### src/pkg/pcg_pkg.sv
// Constants, register map and bus carriers for the peripheral clock gating block
package pcg_pkg;
	// Bus widths
	localparam int PCG_ADDR_W = 8;
	localparam int PCG_DATA_W = 32;
	localparam int PCG_NUM_PERIPH = 16;

	// Register byte addresses
	localparam logic [7:0] PCG_OFF_GATE_ZERO = 8'h00;
	localparam logic [7:0] PCG_OFF_GATE_ONE = 8'h04;
	localparam logic [7:0] PCG_OFF_TMR_CMP = 8'h08;
	localparam logic [7:0] PCG_OFF_CAP_TMR_HI = 8'h0c;
	localparam logic [7:0] PCG_OFF_FUNC_EN = 8'h10;

	// Register index from decode
	localparam logic [2:0] PCG_IDX_GATE_ZERO = 3'h0;
	localparam logic [2:0] PCG_IDX_GATE_ONE = 3'h1;
	localparam logic [2:0] PCG_IDX_TMR_CMP = 3'h2;
	localparam logic [2:0] PCG_IDX_CAP_TMR_HI = 3'h3;
	localparam logic [2:0] PCG_IDX_FUNC_EN = 3'h4;
	localparam logic [2:0] PCG_IDX_NONE = 3'h7;

	// Reset values
	localparam logic [7:0] PCG_GATE_RESET = 8'h00;
	localparam logic [15:0] PCG_FUNC_EN_RESET = 16'h0000;

	// Implemented bits: full and small program memory variants
	localparam logic [7:0] PCG_MASK_FULL = 8'hff;
	localparam logic [7:0] PCG_MASK_TMR_CMP_SMALL = 8'h5f;
	localparam logic [7:0] PCG_MASK_CAP_TMR_SMALL = 8'h3e;

	// Peripheral vector layout: low byte timer/comparator, high byte capture/timer
	localparam int PCG_POS_TMR_CMP = 0;
	localparam int PCG_POS_CAP_TMR = 8;

	// Responses
	localparam logic [1:0] PCG_RESP_OKAY = 2'h0;
	localparam logic [1:0] PCG_RESP_SLVERR = 2'h2;

	// Master to slave
	typedef struct packed {
		logic [7:0] awaddr;
		logic awvalid;
		logic [31:0] wdata;
		logic [3:0] wstrb;
		logic wvalid;
		logic bready;
		logic [7:0] araddr;
		logic arvalid;
		logic rready;
	} pcg_axil_req_s;

	// Slave to master
	typedef struct packed {
		logic awready;
		logic wready;
		logic bvalid;
		logic [1:0] bresp;
		logic arready;
		logic rvalid;
		logic [31:0] rdata;
		logic [1:0] rresp;
	} pcg_axil_rsp_s;
endpackage

### src/logic/pcg_clock_gate.sv
// Glitch-free clock gate cell for one peripheral
`timescale 1ns/100ps
`default_nettype none
module pcg_clock_gate (
	// Clock and reset
	input wire logic clk,
	input wire logic aresetn,
	// Control
	input wire logic gate_off,
	// Gated clock
	output logic gated_clk
);
	logic enable;

	// Enable changes only while the clock is low, so no runt pulse
	always_ff @(negedge clk) begin
		if (!aresetn) begin
			enable <= 1'b1;
		end else begin
			enable <= ~gate_off;
		end
	end

	// Clock passes only with a settled enable
	assign gated_clk = clk & enable;
endmodule
`default_nettype wire

### src/logic/pcg_top.sv
// Peripheral clock gating: AXI4-Lite register file, clock gates and access freeze
//
// Summary of operation
// - Each peripheral has separate functional enable bit.
// - Enable clear stops peripheral, registers stay accessible.
// - Disable bit set gates that peripheral's clock.
// - Gated peripheral ignores writes, reads invalid.
// - Four 8-bit gate registers, reset zero.
// - Capture/timer register: capture 10..4, timer 12.
// - Timer/comparator register: timers then comparators.
// - Small variant: some bits unimplemented, read zero.
//
// Decided for this implementation: register access over AXI4-Lite and the placing of the registers.
`timescale 1ns/100ps
`default_nettype none
module pcg_top #(
	parameter bit SMALL_MEMORY = 1'b0,
	parameter int NUM_PERIPH = pcg_pkg::PCG_NUM_PERIPH
) (
	// Clock and reset
	input wire logic aclk,
	input wire logic aresetn,
	// Register bus
	input wire pcg_pkg::pcg_axil_req_s axil_req,
	output pcg_pkg::pcg_axil_rsp_s axil_rsp,
	// Peripheral clocks and status
	output logic [NUM_PERIPH-1:0] periph_clk,
	output logic [NUM_PERIPH-1:0] periph_gate_off,
	output logic [NUM_PERIPH-1:0] periph_run,
	// Peripheral register access
	input wire logic [NUM_PERIPH-1:0] periph_wr_req,
	input wire logic [NUM_PERIPH-1:0] periph_rd_req,
	output logic [NUM_PERIPH-1:0] periph_wr_en,
	output logic [NUM_PERIPH-1:0] periph_rd_valid
);
	import pcg_pkg::*;

	// Implemented bits for this variant
	localparam logic [7:0] MASK_TMR_CMP = SMALL_MEMORY ? PCG_MASK_TMR_CMP_SMALL : PCG_MASK_FULL;
	localparam logic [7:0] MASK_CAP_TMR = SMALL_MEMORY ? PCG_MASK_CAP_TMR_SMALL : PCG_MASK_FULL;

	// Address to register index
	function automatic logic [2:0] reg_index(input logic [7:0] addr);
		case (addr)
			PCG_OFF_GATE_ZERO: reg_index = PCG_IDX_GATE_ZERO;
			PCG_OFF_GATE_ONE: reg_index = PCG_IDX_GATE_ONE;
			PCG_OFF_TMR_CMP: reg_index = PCG_IDX_TMR_CMP;
			PCG_OFF_CAP_TMR_HI: reg_index = PCG_IDX_CAP_TMR_HI;
			PCG_OFF_FUNC_EN: reg_index = PCG_IDX_FUNC_EN;
			default: reg_index = PCG_IDX_NONE;
		endcase
	endfunction

	// Register state
	logic [7:0] gate_register_zero;
	logic [7:0] gate_register_one;
	logic [7:0] timer_comparator_gate_ctl;
	logic [7:0] capture_timer_gate_ctl_hi;
	logic [15:0] module_function_enable;
	logic [7:0] next_gate_register_zero;
	logic [7:0] next_gate_register_one;
	logic [7:0] next_timer_comparator_gate_ctl;
	logic [7:0] next_capture_timer_gate_ctl_hi;
	logic [15:0] next_module_function_enable;

	// Write channel state
	logic aw_held;
	logic w_held;
	logic [7:0] aw_addr;
	logic [31:0] w_data;
	logic [3:0] w_strb;
	logic next_aw_held;
	logic next_w_held;
	logic [7:0] next_aw_addr;
	logic [31:0] next_w_data;
	logic [3:0] next_w_strb;
	logic bvalid;
	logic [1:0] bresp;
	logic next_bvalid;
	logic [1:0] next_bresp;

	// Read channel state
	logic rvalid;
	logic [31:0] rdata;
	logic [1:0] rresp;
	logic next_rvalid;
	logic [31:0] next_rdata;
	logic [1:0] next_rresp;

	// Peripheral side state
	logic [NUM_PERIPH-1:0] next_periph_run;
	logic [NUM_PERIPH-1:0] next_periph_wr_en;
	logic [NUM_PERIPH-1:0] next_periph_rd_valid;
	logic [NUM_PERIPH-1:0] gate_vec;

	logic aw_take;
	logic w_take;
	logic do_write;
	logic ar_take;
	logic [2:0] wr_idx;
	logic [2:0] rd_idx;

	// Handshakes
	assign aw_take = axil_req.awvalid & ~aw_held & ~bvalid;
	assign w_take = axil_req.wvalid & ~w_held & ~bvalid;
	assign do_write = aw_held & w_held & ~bvalid;
	assign ar_take = axil_req.arvalid & ~rvalid;
	assign wr_idx = reg_index(aw_addr);
	assign rd_idx = reg_index(axil_req.araddr);

	// Gate vector: timer/comparator low byte, capture/timer high byte
	assign gate_vec = {capture_timer_gate_ctl_hi, timer_comparator_gate_ctl};

	// Write address and data capture, response
	always_comb begin
		next_aw_held = aw_held;
		next_w_held = w_held;
		next_aw_addr = aw_addr;
		next_w_data = w_data;
		next_w_strb = w_strb;
		next_bvalid = bvalid;
		next_bresp = bresp;
		if (aw_take) begin
			next_aw_held = 1'b1;
			next_aw_addr = axil_req.awaddr;
		end
		if (w_take) begin
			next_w_held = 1'b1;
			next_w_data = axil_req.wdata;
			next_w_strb = axil_req.wstrb;
		end
		if (do_write) begin
			next_aw_held = 1'b0;
			next_w_held = 1'b0;
			next_bvalid = 1'b1;
			next_bresp = (wr_idx == PCG_IDX_NONE) ? PCG_RESP_SLVERR : PCG_RESP_OKAY;
		end else if (bvalid && axil_req.bready) begin
			next_bvalid = 1'b0;
		end
	end

	// Register writes; unimplemented bits never store
	always_comb begin
		next_gate_register_zero = gate_register_zero;
		next_gate_register_one = gate_register_one;
		next_timer_comparator_gate_ctl = timer_comparator_gate_ctl;
		next_capture_timer_gate_ctl_hi = capture_timer_gate_ctl_hi;
		next_module_function_enable = module_function_enable;
		if (do_write) begin
			case (wr_idx)
				PCG_IDX_GATE_ZERO: begin
					if (w_strb[0]) begin
						next_gate_register_zero = w_data[7:0];
					end
				end
				PCG_IDX_GATE_ONE: begin
					if (w_strb[0]) begin
						next_gate_register_one = w_data[7:0];
					end
				end
				PCG_IDX_TMR_CMP: begin
					if (w_strb[0]) begin
						next_timer_comparator_gate_ctl = w_data[7:0] & MASK_TMR_CMP;
					end
				end
				PCG_IDX_CAP_TMR_HI: begin
					if (w_strb[0]) begin
						next_capture_timer_gate_ctl_hi = w_data[7:0] & MASK_CAP_TMR;
					end
				end
				PCG_IDX_FUNC_EN: begin
					if (w_strb[0]) begin
						next_module_function_enable[7:0] = w_data[7:0];
					end
					if (w_strb[1]) begin
						next_module_function_enable[15:8] = w_data[15:8];
					end
				end
				default: begin
					next_module_function_enable = module_function_enable;
				end
			endcase
		end
	end

	// Read channel: one cycle after address is taken
	always_comb begin
		next_rvalid = rvalid;
		next_rdata = rdata;
		next_rresp = rresp;
		if (ar_take) begin
			next_rvalid = 1'b1;
			next_rresp = PCG_RESP_OKAY;
			case (rd_idx)
				PCG_IDX_GATE_ZERO: next_rdata = {24'h000000, gate_register_zero};
				PCG_IDX_GATE_ONE: next_rdata = {24'h000000, gate_register_one};
				PCG_IDX_TMR_CMP: next_rdata = {24'h000000, timer_comparator_gate_ctl};
				PCG_IDX_CAP_TMR_HI: next_rdata = {24'h000000, capture_timer_gate_ctl_hi};
				PCG_IDX_FUNC_EN: next_rdata = {16'h0000, module_function_enable};
				default: begin
					next_rdata = 32'h00000000;
					next_rresp = PCG_RESP_SLVERR;
				end
			endcase
		end else if (rvalid && axil_req.rready) begin
			next_rvalid = 1'b0;
		end
	end

	// Peripheral run and register access freeze
	always_comb begin
		next_periph_run = module_function_enable[NUM_PERIPH-1:0] & ~gate_vec;
		next_periph_wr_en = periph_wr_req & ~gate_vec;
		next_periph_rd_valid = periph_rd_req & ~gate_vec;
	end

	// State registers
	always_ff @(posedge aclk) begin
		if (!aresetn) begin
			gate_register_zero <= PCG_GATE_RESET;
			gate_register_one <= PCG_GATE_RESET;
			timer_comparator_gate_ctl <= PCG_GATE_RESET;
			capture_timer_gate_ctl_hi <= PCG_GATE_RESET;
			module_function_enable <= PCG_FUNC_EN_RESET;
			aw_held <= 1'b0;
			w_held <= 1'b0;
			aw_addr <= 8'h00;
			w_data <= 32'h00000000;
			w_strb <= 4'h0;
			bvalid <= 1'b0;
			bresp <= PCG_RESP_OKAY;
			rvalid <= 1'b0;
			rdata <= 32'h00000000;
			rresp <= PCG_RESP_OKAY;
			periph_run <= '0;
			periph_wr_en <= '0;
			periph_rd_valid <= '0;
		end else begin
			gate_register_zero <= next_gate_register_zero;
			gate_register_one <= next_gate_register_one;
			timer_comparator_gate_ctl <= next_timer_comparator_gate_ctl;
			capture_timer_gate_ctl_hi <= next_capture_timer_gate_ctl_hi;
			module_function_enable <= next_module_function_enable;
			aw_held <= next_aw_held;
			w_held <= next_w_held;
			aw_addr <= next_aw_addr;
			w_data <= next_w_data;
			w_strb <= next_w_strb;
			bvalid <= next_bvalid;
			bresp <= next_bresp;
			rvalid <= next_rvalid;
			rdata <= next_rdata;
			rresp <= next_rresp;
			periph_run <= next_periph_run;
			periph_wr_en <= next_periph_wr_en;
			periph_rd_valid <= next_periph_rd_valid;
		end
	end

	// Bus answer
	always_comb begin
		axil_rsp.awready = ~aw_held & ~bvalid;
		axil_rsp.wready = ~w_held & ~bvalid;
		axil_rsp.bvalid = bvalid;
		axil_rsp.bresp = bresp;
		axil_rsp.arready = ~rvalid;
		axil_rsp.rvalid = rvalid;
		axil_rsp.rdata = rdata;
		axil_rsp.rresp = rresp;
	end

	// Gate flags come straight from the gate registers
	assign periph_gate_off = gate_vec;

	// One glitch-free gate per peripheral
	genvar gi;
	generate
		for (gi = 0; gi < NUM_PERIPH; gi++) begin : g_gate
			pcg_clock_gate u_gate (
				.clk(aclk),
				.aresetn(aresetn),
				.gate_off(gate_vec[gi]),
				.gated_clk(periph_clk[gi])
			);
		end
	endgenerate

	// Checks
	write_lands_a: assert property (@(posedge aclk) disable iff (!aresetn)
		do_write && wr_idx == PCG_IDX_TMR_CMP && w_strb[0]
		|=> timer_comparator_gate_ctl == ($past(w_data[7:0]) & MASK_TMR_CMP))
		else $error("timer comparator write not stored");
	cap_write_a: assert property (@(posedge aclk) disable iff (!aresetn)
		do_write && wr_idx == PCG_IDX_CAP_TMR_HI && w_strb[0]
		|=> capture_timer_gate_ctl_hi == ($past(w_data[7:0]) & MASK_CAP_TMR))
		else $error("capture timer write not stored");
	small_zero_a: assert property (@(posedge aclk) disable iff (!aresetn)
		SMALL_MEMORY |-> (capture_timer_gate_ctl_hi & ~PCG_MASK_CAP_TMR_SMALL) == 8'h00
		&& (timer_comparator_gate_ctl & ~PCG_MASK_TMR_CMP_SMALL) == 8'h00)
		else $error("unimplemented bit set");
	reset_clear_a: assert property (@(posedge aclk)
		!aresetn |=> gate_vec == '0 && gate_register_zero == 8'h00 && gate_register_one == 8'h00)
		else $error("gate register not cleared by reset");
	frozen_write_a: assert property (@(posedge aclk) disable iff (!aresetn)
		gate_vec[0] && $stable(gate_vec[0]) |-> !periph_wr_en[0])
		else $error("write passed to gated peripheral");
	enable_run_a: assert property (@(posedge aclk) disable iff (!aresetn)
		!module_function_enable[0] |=> !periph_run[0])
		else $error("peripheral runs with enable clear");
	open_read_a: assert property (@(posedge aclk) disable iff (!aresetn)
		periph_rd_req[0] && !gate_vec[0] |=> periph_rd_valid[0])
		else $error("read refused while clocked");
	clock_stop_a: assert property (@(negedge aclk) disable iff (!aresetn)
		gate_vec[1] ##1 gate_vec[1] |-> !periph_clk[1])
		else $error("clock runs while gated");
	read_answer_a: assert property (@(posedge aclk) disable iff (!aresetn)
		ar_take |=> rvalid
		&& rresp == (($past(rd_idx) == PCG_IDX_NONE) ? PCG_RESP_SLVERR : PCG_RESP_OKAY))
		else $error("read not answered in one cycle");
	bresp_err_a: assert property (@(posedge aclk) disable iff (!aresetn)
		do_write && wr_idx == PCG_IDX_NONE |=> bvalid && bresp == PCG_RESP_SLVERR)
		else $error("unmapped write not refused");
endmodule
`default_nettype wire

### config.mk
export PLATFORM = sky130hd
export DESIGN_NAME = pcg_top
export DESIGN_NICKNAME = d
export VERILOG_FILES = /design/src/pkg/pcg_pkg.sv /design/src/logic/pcg_clock_gate.sv /design/src/logic/pcg_top.sv
export SDC_FILE = /design/constraint.sdc
export NUM_CORES = 1
export LEC_CHECK = 0
export ABC_AREA = 1
export BUFFER_PORTS_ARGS = -buffer_cell sky130_fd_sc_hd__buf_2
export CORE_MARGIN = 3
export CORE_UTILIZATION = 43
export CTS_BUF_LIST = sky130_fd_sc_hd__clkbuf_4 sky130_fd_sc_hd__clkbuf_8
export DETAILED_ROUTE_END_ITERATION = 8
export PLACE_DENSITY = 0.69
export SYNTH_ARGS = -nofsm -noshare
export SYNTH_HDL_FRONTEND = slang
export SYNTH_SLANG_ARGS = --single-unit
### constraint.sdc
create_clock -name aclk -period 1.9 [get_ports aclk]
set_clock_uncertainty 0.2 [all_clocks]
set_input_delay 0.285 -clock aclk [delete_from_list [all_inputs] [get_ports aclk]]
set_output_delay 0.285 -clock aclk [all_outputs]
set_load 0.03 [all_outputs]
Word-level counts from Yosys, hierarchy flattened
Cells that the tools add are included.

Output and inout bits: 121. Word-level logic and storage cells: 127. Flip-flop bits (word level): 178. ROM bits: 0. Memories: 0. Memory bits (writable): 0. Bits in latches: 0.

Divide/modulo/power cells: 0. Bitwise logic cells: 50. Mux-type cells: 9. Eq/ne operators: 17. Shift-type cells: 0. Reductions and logical operators: 16. $mul: 0. Add/subtract/negate cells: 0. Order comparisons: 0.

Operators with widths (count): case mux 16 bit (5 select lines) (1); AND 16 bit (3); == test 8 x 4 -> 1 bit (second input constant) (4); case mux 3 bit (5 select lines) (2); AND 1 bit (25); NOT 1 bit (21); AND reduction 3 bit (6); == test 8 x 3 -> 1 bit (second input constant) (2); == test 8 x 5 -> 1 bit (second input constant) (2); logical NOT 8 bit (2); NOT 16 bit (1); == test 3 x 2 -> 1 bit (second input constant) (4); == test 3 bit (second input constant) (3); == test 3 x 1 -> 1 bit (second input constant) (2); logical NOT 3 bit (2); OR reduction 5 bit (1); two-way mux 1 bit (4); two-way mux 2 bit (2); nonzero test 2 bit (2); logical AND 1 bit (2); OR reduction 2 bit (1).

Logic depth before layout (Yosys ltp)
Gate-level depths: netlist (run 1).

Word-level depth: 5. Mapped depth: 10.

Cells and area by module
From an unflattened synthesis (run 1), not the netlist that was laid out.

Cells, all modules: 784. Area total of the unflattened synthesis: 6008.3 sq um.

Modules (own cells, without submodules): pcg_top (cells an instance 704, area an instance 5447.7 sq um, instances 1); pcg_clock_gate (cells an instance 5, area an instance 35.0 sq um, instances 16).

==> key figures, run 1 <==
Logic synthesis
  – Post-synth EDFFs: 0
  – Synth Register Bits: 160
  – Post-synth top cells: 165 x nand2_1, 160 x dfxtp_1, 125 x nor2_1
  – Sequential fraction of the synthesis area: 51.15%
  – Cell with the most instances after synthesis: nand2_1
  – Post-synthesis cell count: 814
  – Synth top area share: 51.15%
  – Syn. warnings: 0
  – Ys flop type: dfxtp_1
  – Mean post-synth cell area: 7.693 um^2
  – Synth top area cells: dfxtp_1 51%, nand2_1 9.9%, nor2_1 7.5%, buf_4 6.2%, inv_1 5.5%
  – Netlist cell types: 27
  – Ys async rst share: 0%
  – Synth Cell Area: 6262 um^2
  – Largest area contributor in the netlist: dfxtp_1

Global route
  – GRT Util Overall: 21.80%
  – First-pass GRT wire length: 27.34 mm
  – Initial antenna violation count: 0
  – Vias in the first global route: 5875
  – Largest net degree at the start of global routing: 48
  – GR Overflow Total: 0

Routing
  – Via count: 5885
  – Initial DRC count: 395
  – Wirelength per Cell: 13.79 um
  – Detailed Routing Iterations Pass 1: 5
  – Post-Route WL: 17.53 mm
  – Vias per cell: 4.630
  – DRC: 0
  – Routed Antenna Nets: 0

Critical path
  – Endpoint class of the critical path: primary output
  – Setup slack, reg-to-reg: 80 ps
  – CP startpoint kind: register
  – Crit path DAT: 2070 ps
  – Reg2reg start: bvalid
  – CP Data Required Time: 1410 ps
  – CP max-delay cell: dfxtp_2
  – Critical-path cell list: nand2_1 > inv_1 > buf_6
  – R2R cell count: 6
  – Max incr delay on CP: 300 ps
  – Reg2reg end: w_strb[0]
  – Critical path class: reg -> out
  – Worst Path Max Fanout: 1

Finish
  – Proportion of layout cells with a drive suffix above 1: 29.88%
  – Non-Filler Instances: 1271
  – Antenna Cells: 0
  – Nets@finish: 1169
  – Area grow syn2layout: 38.60%

Place
  – Final Wtd Congestion: 0.8640
  – Final HPWL DP: 11.28 mm
  – Port Buffers: 175
  – Placed insts: 1142

Min path
  – HP Start: aresetn
  – Hold endpoint: module_function_enable[5]
  – Hold depth: 5
  – Hold Crit Class: in -> reg

Power
  – Leakage power: 0.004236 uW
  – Pwr Density: 1112 nW/um^2
  – Power Total: 9652 uW
  – Worst vdd ir: 0.0006796 V

STA
  – Rel. slew slack: 65.99%
  – Hold slack: 122.0 ps
  – RSZ-0062 raised after global routing: yes
  – Fin. max-slew vios: 0
  – Min setup slack post-route: -653.9 ps
  – Final count of hold timing violations: 0
  – Worst slew pin tran: 509.6 ps
  – Setup violations, final: 32

Clock tree
  – Clk pin slew, worst setup/hold paths: 80 ps
  – CTS tree: built
  – Clock latency at the later pin of the worst-skew pair: 560 ps

Die
  – Die X-Extent: 126.7 um
  – Row count: 43
  – Initial Util: 44.60%
  – Core Area: 14040 um^2
  – Die H: 126.7 um
  – Number of I/O pins: 212
  – Die area: 16050 um^2

Outcome
  – Outcome: complete, but fails checks
  – Failing checks: setup timing

Flow run
  – Max-cap violations: 0
[per-layer routing]
metal,track usage [%],wire length [um],vias to the layer above
met5,0,0,-
met4,15.33,628,0
met3,6.905,1273,55
met2,34.50,8235,234
met1,24.95,7392,2614
li1,-,-,2982
[metrics by stage]
stage	setup TNS, ps	worst slack, ps	cell area [um^2]	util, %
floorplan	-468.0	-29.74	6430	-
global placement	-1131	-68.50	7211	51.35
detailed placement	-1213	-76.51	7211	51.35
CTS	-10960	-719.9	8593	61.20
global route	-11280	-722.8	8680	61.81
finish	-10240	-653.9	8680	61.81
[worst max path at each step]
| stage | start | cells past startpoint | to |
|---|---|---|---|
| detailed placement | g_gate[15].u_gate.enable | 3 | periph_clk[15] |
| CTS | g_gate[10].u_gate.enable | 3 | periph_clk[10] |
| global placement | g_gate[10].u_gate.enable | 3 | periph_clk[10] |
| global route | g_gate[6].u_gate.enable | 3 | periph_clk[6] |
| finish | g_gate[2].u_gate.enable | 3 | periph_clk[2] |
| floorplan | aclk | 5 | periph_clk[10] |
[final cells by class]
| type | instances | area (um^2) |
|---|---|---|
| flip-flops and latches | 160 | 3217 |
| clock inverters | 46 | 267.8 |
| clock buffers | 42 | 544.3 |
| multi-input cells | 493 | 2290 |
| fillers | 1205 | 5363 |
| well taps | 180 | 225.2 |
| inverters | 84 | 315.3 |
| repair buffers | 266 | 1821 |
[critical path, delay by kind of cell, from the launching register on]
| family | cells | cell delay [ps] |
|---|---|---|
| buffers and inverters | 2 | 180 |
| flip-flops | 1 | 300 |
| AND/OR/NAND/NOR | 1 | 50 |
[cells by family after synthesis]
family,after synthesis,share of synthesized area (%)
AOI/OAI and AO/OA,123,10.83
buffers and inverters,178,13.87
DFF,160,51.15
other,1,0.05988
and+or+nand+nor,352,24.10
[state kept, by name (all words and copies together), names as in the netlist, 8 cells and up]
register,cells
periph_run,16
w_data,16
gate_register_one,8
capture_timer_gate_ctl_hi,8
rdata,16
gate_register_zero,8
periph_rd_valid,16
module_function_enable,16
g_gate.u_gate.enable,16
timer_comparator_gate_ctl,8
aw_addr,8
periph_wr_en,16
[cells in the final DEF (no fill, tap or decap), types with 2 or more instances in the layout]
cell type,netlist,routed
buf_2,4,158
clkinvlp_2,0,3
inv_2,7,19
nand3_1,33,33
nor2_2,3,4
o21ai_0,51,49
nor2_1,125,123
clkinvlp_4,0,2
or2_2,8,8
buf_6,0,17
buf_4,52,33
dlygate4sd3_1,0,71
buf_8,0,5
conb_1,1,18
buf_12,0,3
nand4_1,2,2
clkinv_4,0,3
a21oi_1,63,63
clkinv_1,3,3
nor2_4,7,8
a211oi_2,8,8
clkbuf_8,0,21
inv_1,91,94
nand3b_1,2,2
nand2_2,2,12
nand2_1,165,155
bufinv_16,0,2
dfxtp_2,0,11
dfxtp_1,160,149
inv_6,0,3
o21ai_1,0,2
[power breakdown]
group | switching [uW] | total [uW] | internal (uW)
Clock | 2780 | 5270 | 2490
Sequential | 91.0 | 3560 | 3470
Combinational | 498 | 824 | 326
Total | 3370 | 9650 | 6280
[repair_timing]
action | in CTS | in global routing
pin swaps | 0 | 7
hold buffers | 71 | 0
hold endpoints to repair | 70 | 0
setup buffers | 0 | 3
resized for setup | 38 | 39
endpoints found under the setup margin | 33 | 48
Power figures use the tool's default switching activity.
==> inputs of run 2 (changes only) <==
Settings changed: CORE_MARGIN 3 to not set.
==> key figures, run 2 (synthesis gave the netlist of run 1 again) <==
Global route
  – First-pass GRT wire length: 26.21 mm
  – GR Overflow Total: 0
  – Vias in the first global route: 5639
  – GRT Util Overall: 23.37%
  – Initial antenna violation count: 0
  – Largest net degree at the start of global routing: 48

Die
  – Die H: 122.7 um
  – Initial Util: 44.60%
  – Row count: 43
  – Core Area: 14040 um^2
  – Die X-Extent: 122.7 um
  – Die area: 15050 um^2
  – Number of I/O pins: 212

Power
  – Pwr Density: 1121 nW/um^2
  – Power Total: 9661 uW
  – Leakage power: 0.004253 uW
  – Worst vdd ir: 0.0007203 V

Finish
  – Most common cell after layout, fill and taps aside: buf_2
  – Post-Layout Inst Area: 8618 um^2
  – Antenna Cells: 0
  – Leading cell types in the layout, fill and taps excluded: 158 x buf_2, 157 x nand2_1, 151 x dfxtp_1
  – Proportion of layout cells with a drive suffix above 1: 29.53%
  – Nets@finish: 1165
  – Area grow syn2layout: 37.62%

Critical path
  – Critical path class: reg -> out
  – R2R cell count: 8
  – CP Data Required Time: 1410 ps
  – Endpoint class of the critical path: primary output
  – CP startpoint kind: register
  – Crit path DAT: 2080 ps
  – Reg2reg start: aw_addr[0]
  – Reg2reg end: module_function_enable[14]
  – Setup slack, reg-to-reg: 160 ps
  – Worst setup startpoint: g_gate[6].u_gate.enable
  – Worst Path Max Fanout: 1

STA
  – Min setup slack post-route: -662.5 ps
  – RSZ-0062 raised after global routing: yes
  – Fin. max-slew vios: 0
  – Setup violations, final: 32
  – Final count of hold timing violations: 0

Routing
  – Wirelength per Cell: 13.51 um
  – Initial DRC count: 427
  – Routed Antenna Nets: 0
  – DRC: 0
  – Post-Route WL: 17.11 mm
  – Via count: 5837
  – Vias per cell: 4.607
  – Detailed Routing Iterations Pass 1: 5

Clock tree
  – Clk pin slew, worst setup/hold paths: 80 ps
  – CTS tree: built
  – Clock latency at the later pin of the worst-skew pair: 550 ps

Min path
  – Hold depth: 4
  – Hold endpoint: w_strb[0]
  – HP Start: axil_req[11]
  – Hold Crit Class: in -> reg

Outcome
  – Failing checks: setup timing
  – Outcome: complete, but fails checks

Place
  – Final HPWL DP: 10.94 mm
  – Final Wtd Congestion: 0.8232
  – Placed Instance Area: 7226 um^2
  – Port Buffers: 175

Flow run
  – Max-cap violations: 0
[run 2: how the worst max path moves through the flow]
stage                endpoint  slack (ps)
6_report        periph_clk[6]        -660
5_1_grt         periph_clk[6]        -730
4_1_cts         periph_clk[6]        -700
3_5_place_dp    periph_clk[1]         -90
3_3_place_gp    periph_clk[2]         -70
2_1_floorplan  periph_clk[10]         -30
[run 2: layer usage]
metal	vias to the layer above	GRT usage [%]	share of wire (%)
met5	-	0	0
met4	0	14.63	2.8
met3	46	7.110	6.3
met2	230	36.59	48
met1	2592	27.88	43
li1	2969	-	-
[run 2: cell type report]
type                            instances  area (um^2)
Multi-Input combinational cell        493         2282
Sequential cell                       160         3214
Tap cell                              180        225.2
Inverter                               84        315.3
Clock inverter                         46        281.5
Clock buffer                           42        538.0
Timing Repair Buffer                  262         1762
Fill cell                            1206         5424
[run 2: through the flow]
step           TNS, ps  worst slack [ps]  utilization (%)  instances  hold WS [ps]
5_1_grt         -11180            -729.5            61.37       1267         74.14
6_report        -10180            -662.5            61.37       1267         62.59
3_5_place_dp     -1180            -86.72            51.46       1144         236.0
4_1_cts         -10630            -695.9            61.05       1265         18.68
3_3_place_gp     -1082            -68.77            51.46       1144         233.3
2_1_floorplan   -468.0            -29.74                -        831         197.2
[run 2: worst max-delay path, cell delays in order, from the launching register on]
cell and delay (ps):
dfxtp_2 320, nand2_2 50, inv_2 60, buf_6 120
[run 2: power breakdown]
group          total (uW)  internal [uW]  leakage [uW]  switching [uW]
Combinational         811            317       0.00234             494
Sequential           3560           3470       0.00130            89.8
Clock                5290           2570      0.000605            2720
Total                9660           6350       0.00425            3310
[run 2: timing repair]
item | CTS | global route
gates resized for setup | 40 | 25
gates cloned | 0 | 0
hold buffers | 66 | 0
endpoints found under the hold margin | 65 | 0
endpoints found under the setup margin | 33 | 36
setup buffers | 0 | 2
pin swaps | 1 | 1
==> inputs of run 3 (changes only) <==
Settings changed: SYNTH_HIERARCHICAL set to 1.
==> key figures, run 3 <==
Outcome
  – Outcome: complete, but fails checks
  – Failing checks: setup timing

Logic synthesis
  – Ys flop type: dfxtp_1
  – Synth Cell Area: 6008 um^2
  – Post-synthesis xor/xnor area fraction: 0%
  – Post-synthesis cell count: 784
  – Syn. warnings: 6
  – Multiplexer share of the synthesized area: 0%
  – Synth Register Bits: 160
  – Post-synthesis adder-cell area fraction: 0%
  – Synth top area cells: dfxtp_1 53%, nand2_1 13%, nor2_1 6.7%, a21oi_1 5.4%, inv_1 4.2%
  – Synth Area in Compound Gates: 9.329%
  – Simple-gate share of the synthesized area: 28.15%
  – Mean post-synth cell area: 7.664 um^2
  – Combinational family with the most area after synthesis: simple AND/OR/NAND/NOR gates
  – Post-synth EDFFs: 0
  – Synth top area share: 53.31%
  – Post-synth top cells: 215 x nand2_1, 160 x dfxtp_1, 107 x nor2_1
  – Largest area contributor in the netlist: dfxtp_1
  – Cell with the most instances after synthesis: nand2_1
  – Netlist cell types: 28
  – Sequential fraction of the synthesis area: 53.31%
  – Ys async rst share: 0%

Die
  – Die X-Extent: 120.2 um
  – Core Area: 13450 um^2
  – Initial Util: 44.66%
  – Die area: 14450 um^2
  – Number of I/O pins: 212
  – Row count: 42
  – Die H: 120.2 um

Critical path
  – WP depth: 3
  – Worst setup startpoint: g_gate[9].u_gate/enable
  – Reg2reg start: w_held
  – Critical path class: reg -> out
  – Endpoint class of the critical path: primary output
  – CP max-delay cell: dfxtp_2
  – Max incr delay on CP: 300 ps
  – Bufs and invs on worst path: 2
  – Worst setup path endpoint: periph_clk[9]
  – CP Data Required Time: 1410 ps
  – Crit path DAT: 2070 ps
  – Reg2reg end: module_function_enable[3]
  – Setup slack, reg-to-reg: 130 ps
  – Worst Path Max Fanout: 1
  – Critical-path cell list: nand2_2 > inv_2 > buf_6
  – R2R cell count: 7
  – CP top delay family: flip-flops
  – CP startpoint kind: register

Global route
  – Vias in the first global route: 5640
  – Initial antenna violation count: 0
  – Largest net degree at the start of global routing: 59
  – First-pass GRT wire length: 26.51 mm
  – GR Overflow Total: 0
  – GRT Util Overall: 24.14%

Routing
  – Via count: 5828
  – Vias per cell: 4.666
  – Routed Antenna Nets: 0
  – Initial DRC count: 375
  – Wirelength per Cell: 13.45 um
  – Detailed Routing Iterations Pass 1: 5
  – DRC: 0
  – Post-Route WL: 16.80 mm

Power
  – Leakage power: 0.004133 uW
  – Worst vdd ir: 0.0005230 V
  – Pwr Density: 1103 nW/um^2
  – Power Total: 9369 uW

Finish
  – Nets@finish: 1151
  – Most common cell after layout, fill and taps aside: nand2_1
  – Post-Layout Inst Area: 8492 um^2
  – Area grow syn2layout: 41.34%
  – Proportion of layout cells with a drive suffix above 1: 31.03%
  – Leading cell types in the layout, fill and taps excluded: 203 x nand2_1, 157 x buf_2, 133 x dfxtp_1
  – Antenna Cells: 0

Min path
  – Hold Crit Class: in -> reg

STA
  – Min setup slack post-route: -652.6 ps
  – Fin. max-slew vios: 0
  – Setup violations, final: 32
  – RSZ-0062 raised after global routing: yes
  – Final count of hold timing violations: 0

Place
  – Final Wtd Congestion: 0.9002
  – Final HPWL DP: 10.61 mm
  – Port Buffers: 175
  – Placed Instance Area: 7206 um^2

Flow run
  – Max-cap violations: 0

Clock tree
  – Clk pin slew, worst setup/hold paths: 70 ps
  – CTS tree: built
  – Clock latency at the later pin of the worst-skew pair: 570 ps
-- run 3: cell count changes after synthesis, sizes merged, moves of 2 or more --
| cell | delta |
|---|---|
| a211oi | -8 |
| a21oi | +2 |
| buf | -28 |
| clkbuf | -4 |
| inv | -25 |
| nand2 | +51 |
| nor2 | -20 |
| nor3 | +18 |
| o21ai | -7 |
| or2 | -8 |
-- run 3: worst register-to-register path: stages, from the launching register on --
cell and delay [ps]:
dfxtp_1 370, inv_1 90, nor3_4 240, nand2_4 160, inv_2 120, nand2_2 190
o21ai_0 230, a21oi_1 60
-- run 3: layout make-up --
class                   count  area, um^2
clock buffers              46       574.3
clock inverters            42       178.9
repair buffers            260        1754
fillers                  1232        4961
multi-input cells         522        2366
flip-flops and latches    160        3237
inverters                  43       161.4
well taps                 176       220.2
-- run 3: repair_timing --
| item | CTS | global route |
|---|---|---|
| endpoints found under the setup margin | 32 | 58 |
| pin swaps | 16 | 8 |
| resized for setup | 38 | 27 |
| cloned | 0 | 1 |
| hold buffers | 63 | 0 |
| endpoints found under the hold margin | 61 | 0 |
| buffers inserted | 0 | 5 |
-- run 3: cells by family (layout without fill, tap and decap cells) --
kind of cell	after synthesis	in the layout
flip-flops	160	160
buffers and inverters	120	391
AND/OR/NAND/NOR	392	393
other	1	18
AO/OA/AOI/OAI	111	111
-- run 3: worst min path at each step --
| stage | startpoint | to | slack [ps] | cells after the start |
|---|---|---|---|---|
| after global placement | aw_addr[5] | aw_addr[5] | 240 | 2 |
| after CTS | axil_req[1] | rdata[5] | 3 | 4 |
| after floorplan | periph_rd_req[0] | periph_rd_valid[0] | 200 | 2 |
| after detailed placement | aw_addr[5] | aw_addr[5] | 240 | 2 |
| after global routing | axil_req[6] | rdata[13] | 20 | 5 |
| final | axil_req[3] | rresp[1] | 20 | 5 |
-- run 3: power breakdown --
| part | internal (uW) | leakage, uW | switching (uW) |
|---|---|---|---|
| clock network | 2290 | 0.000565 | 2740 |
| registers | 3470 | 0.00131 | 91.3 |
| logic | 305 | 0.00226 | 477 |
-- run 3: metal layers --
layer,up-vias,wire (um),track usage (%)
met1,2613,7211,28.44
met4,0,525,15.47
met3,39,1092,7.547
met5,-,0,0
li1,2970,-,-
met2,206,7975,37.97
-- run 3: through the flow --
stage / instances / hold slack, ps / setup TNS, ps / utilization (%) / setup slack, ps
CTS: 1243 / 3.165 / -10570 / 62.40 / -678.8
global placement: 1140 / 238.7 / -1285 / 53.56 / -82.09
finish: 1249 / 22.92 / -10200 / 63.12 / -652.6
floorplan: 801 / 198.8 / 0 / - / 6.486
global route: 1249 / 24.03 / -11280 / 63.12 / -733.5
detailed placement: 1140 / 243.5 / -1365 / 53.56 / -99.13
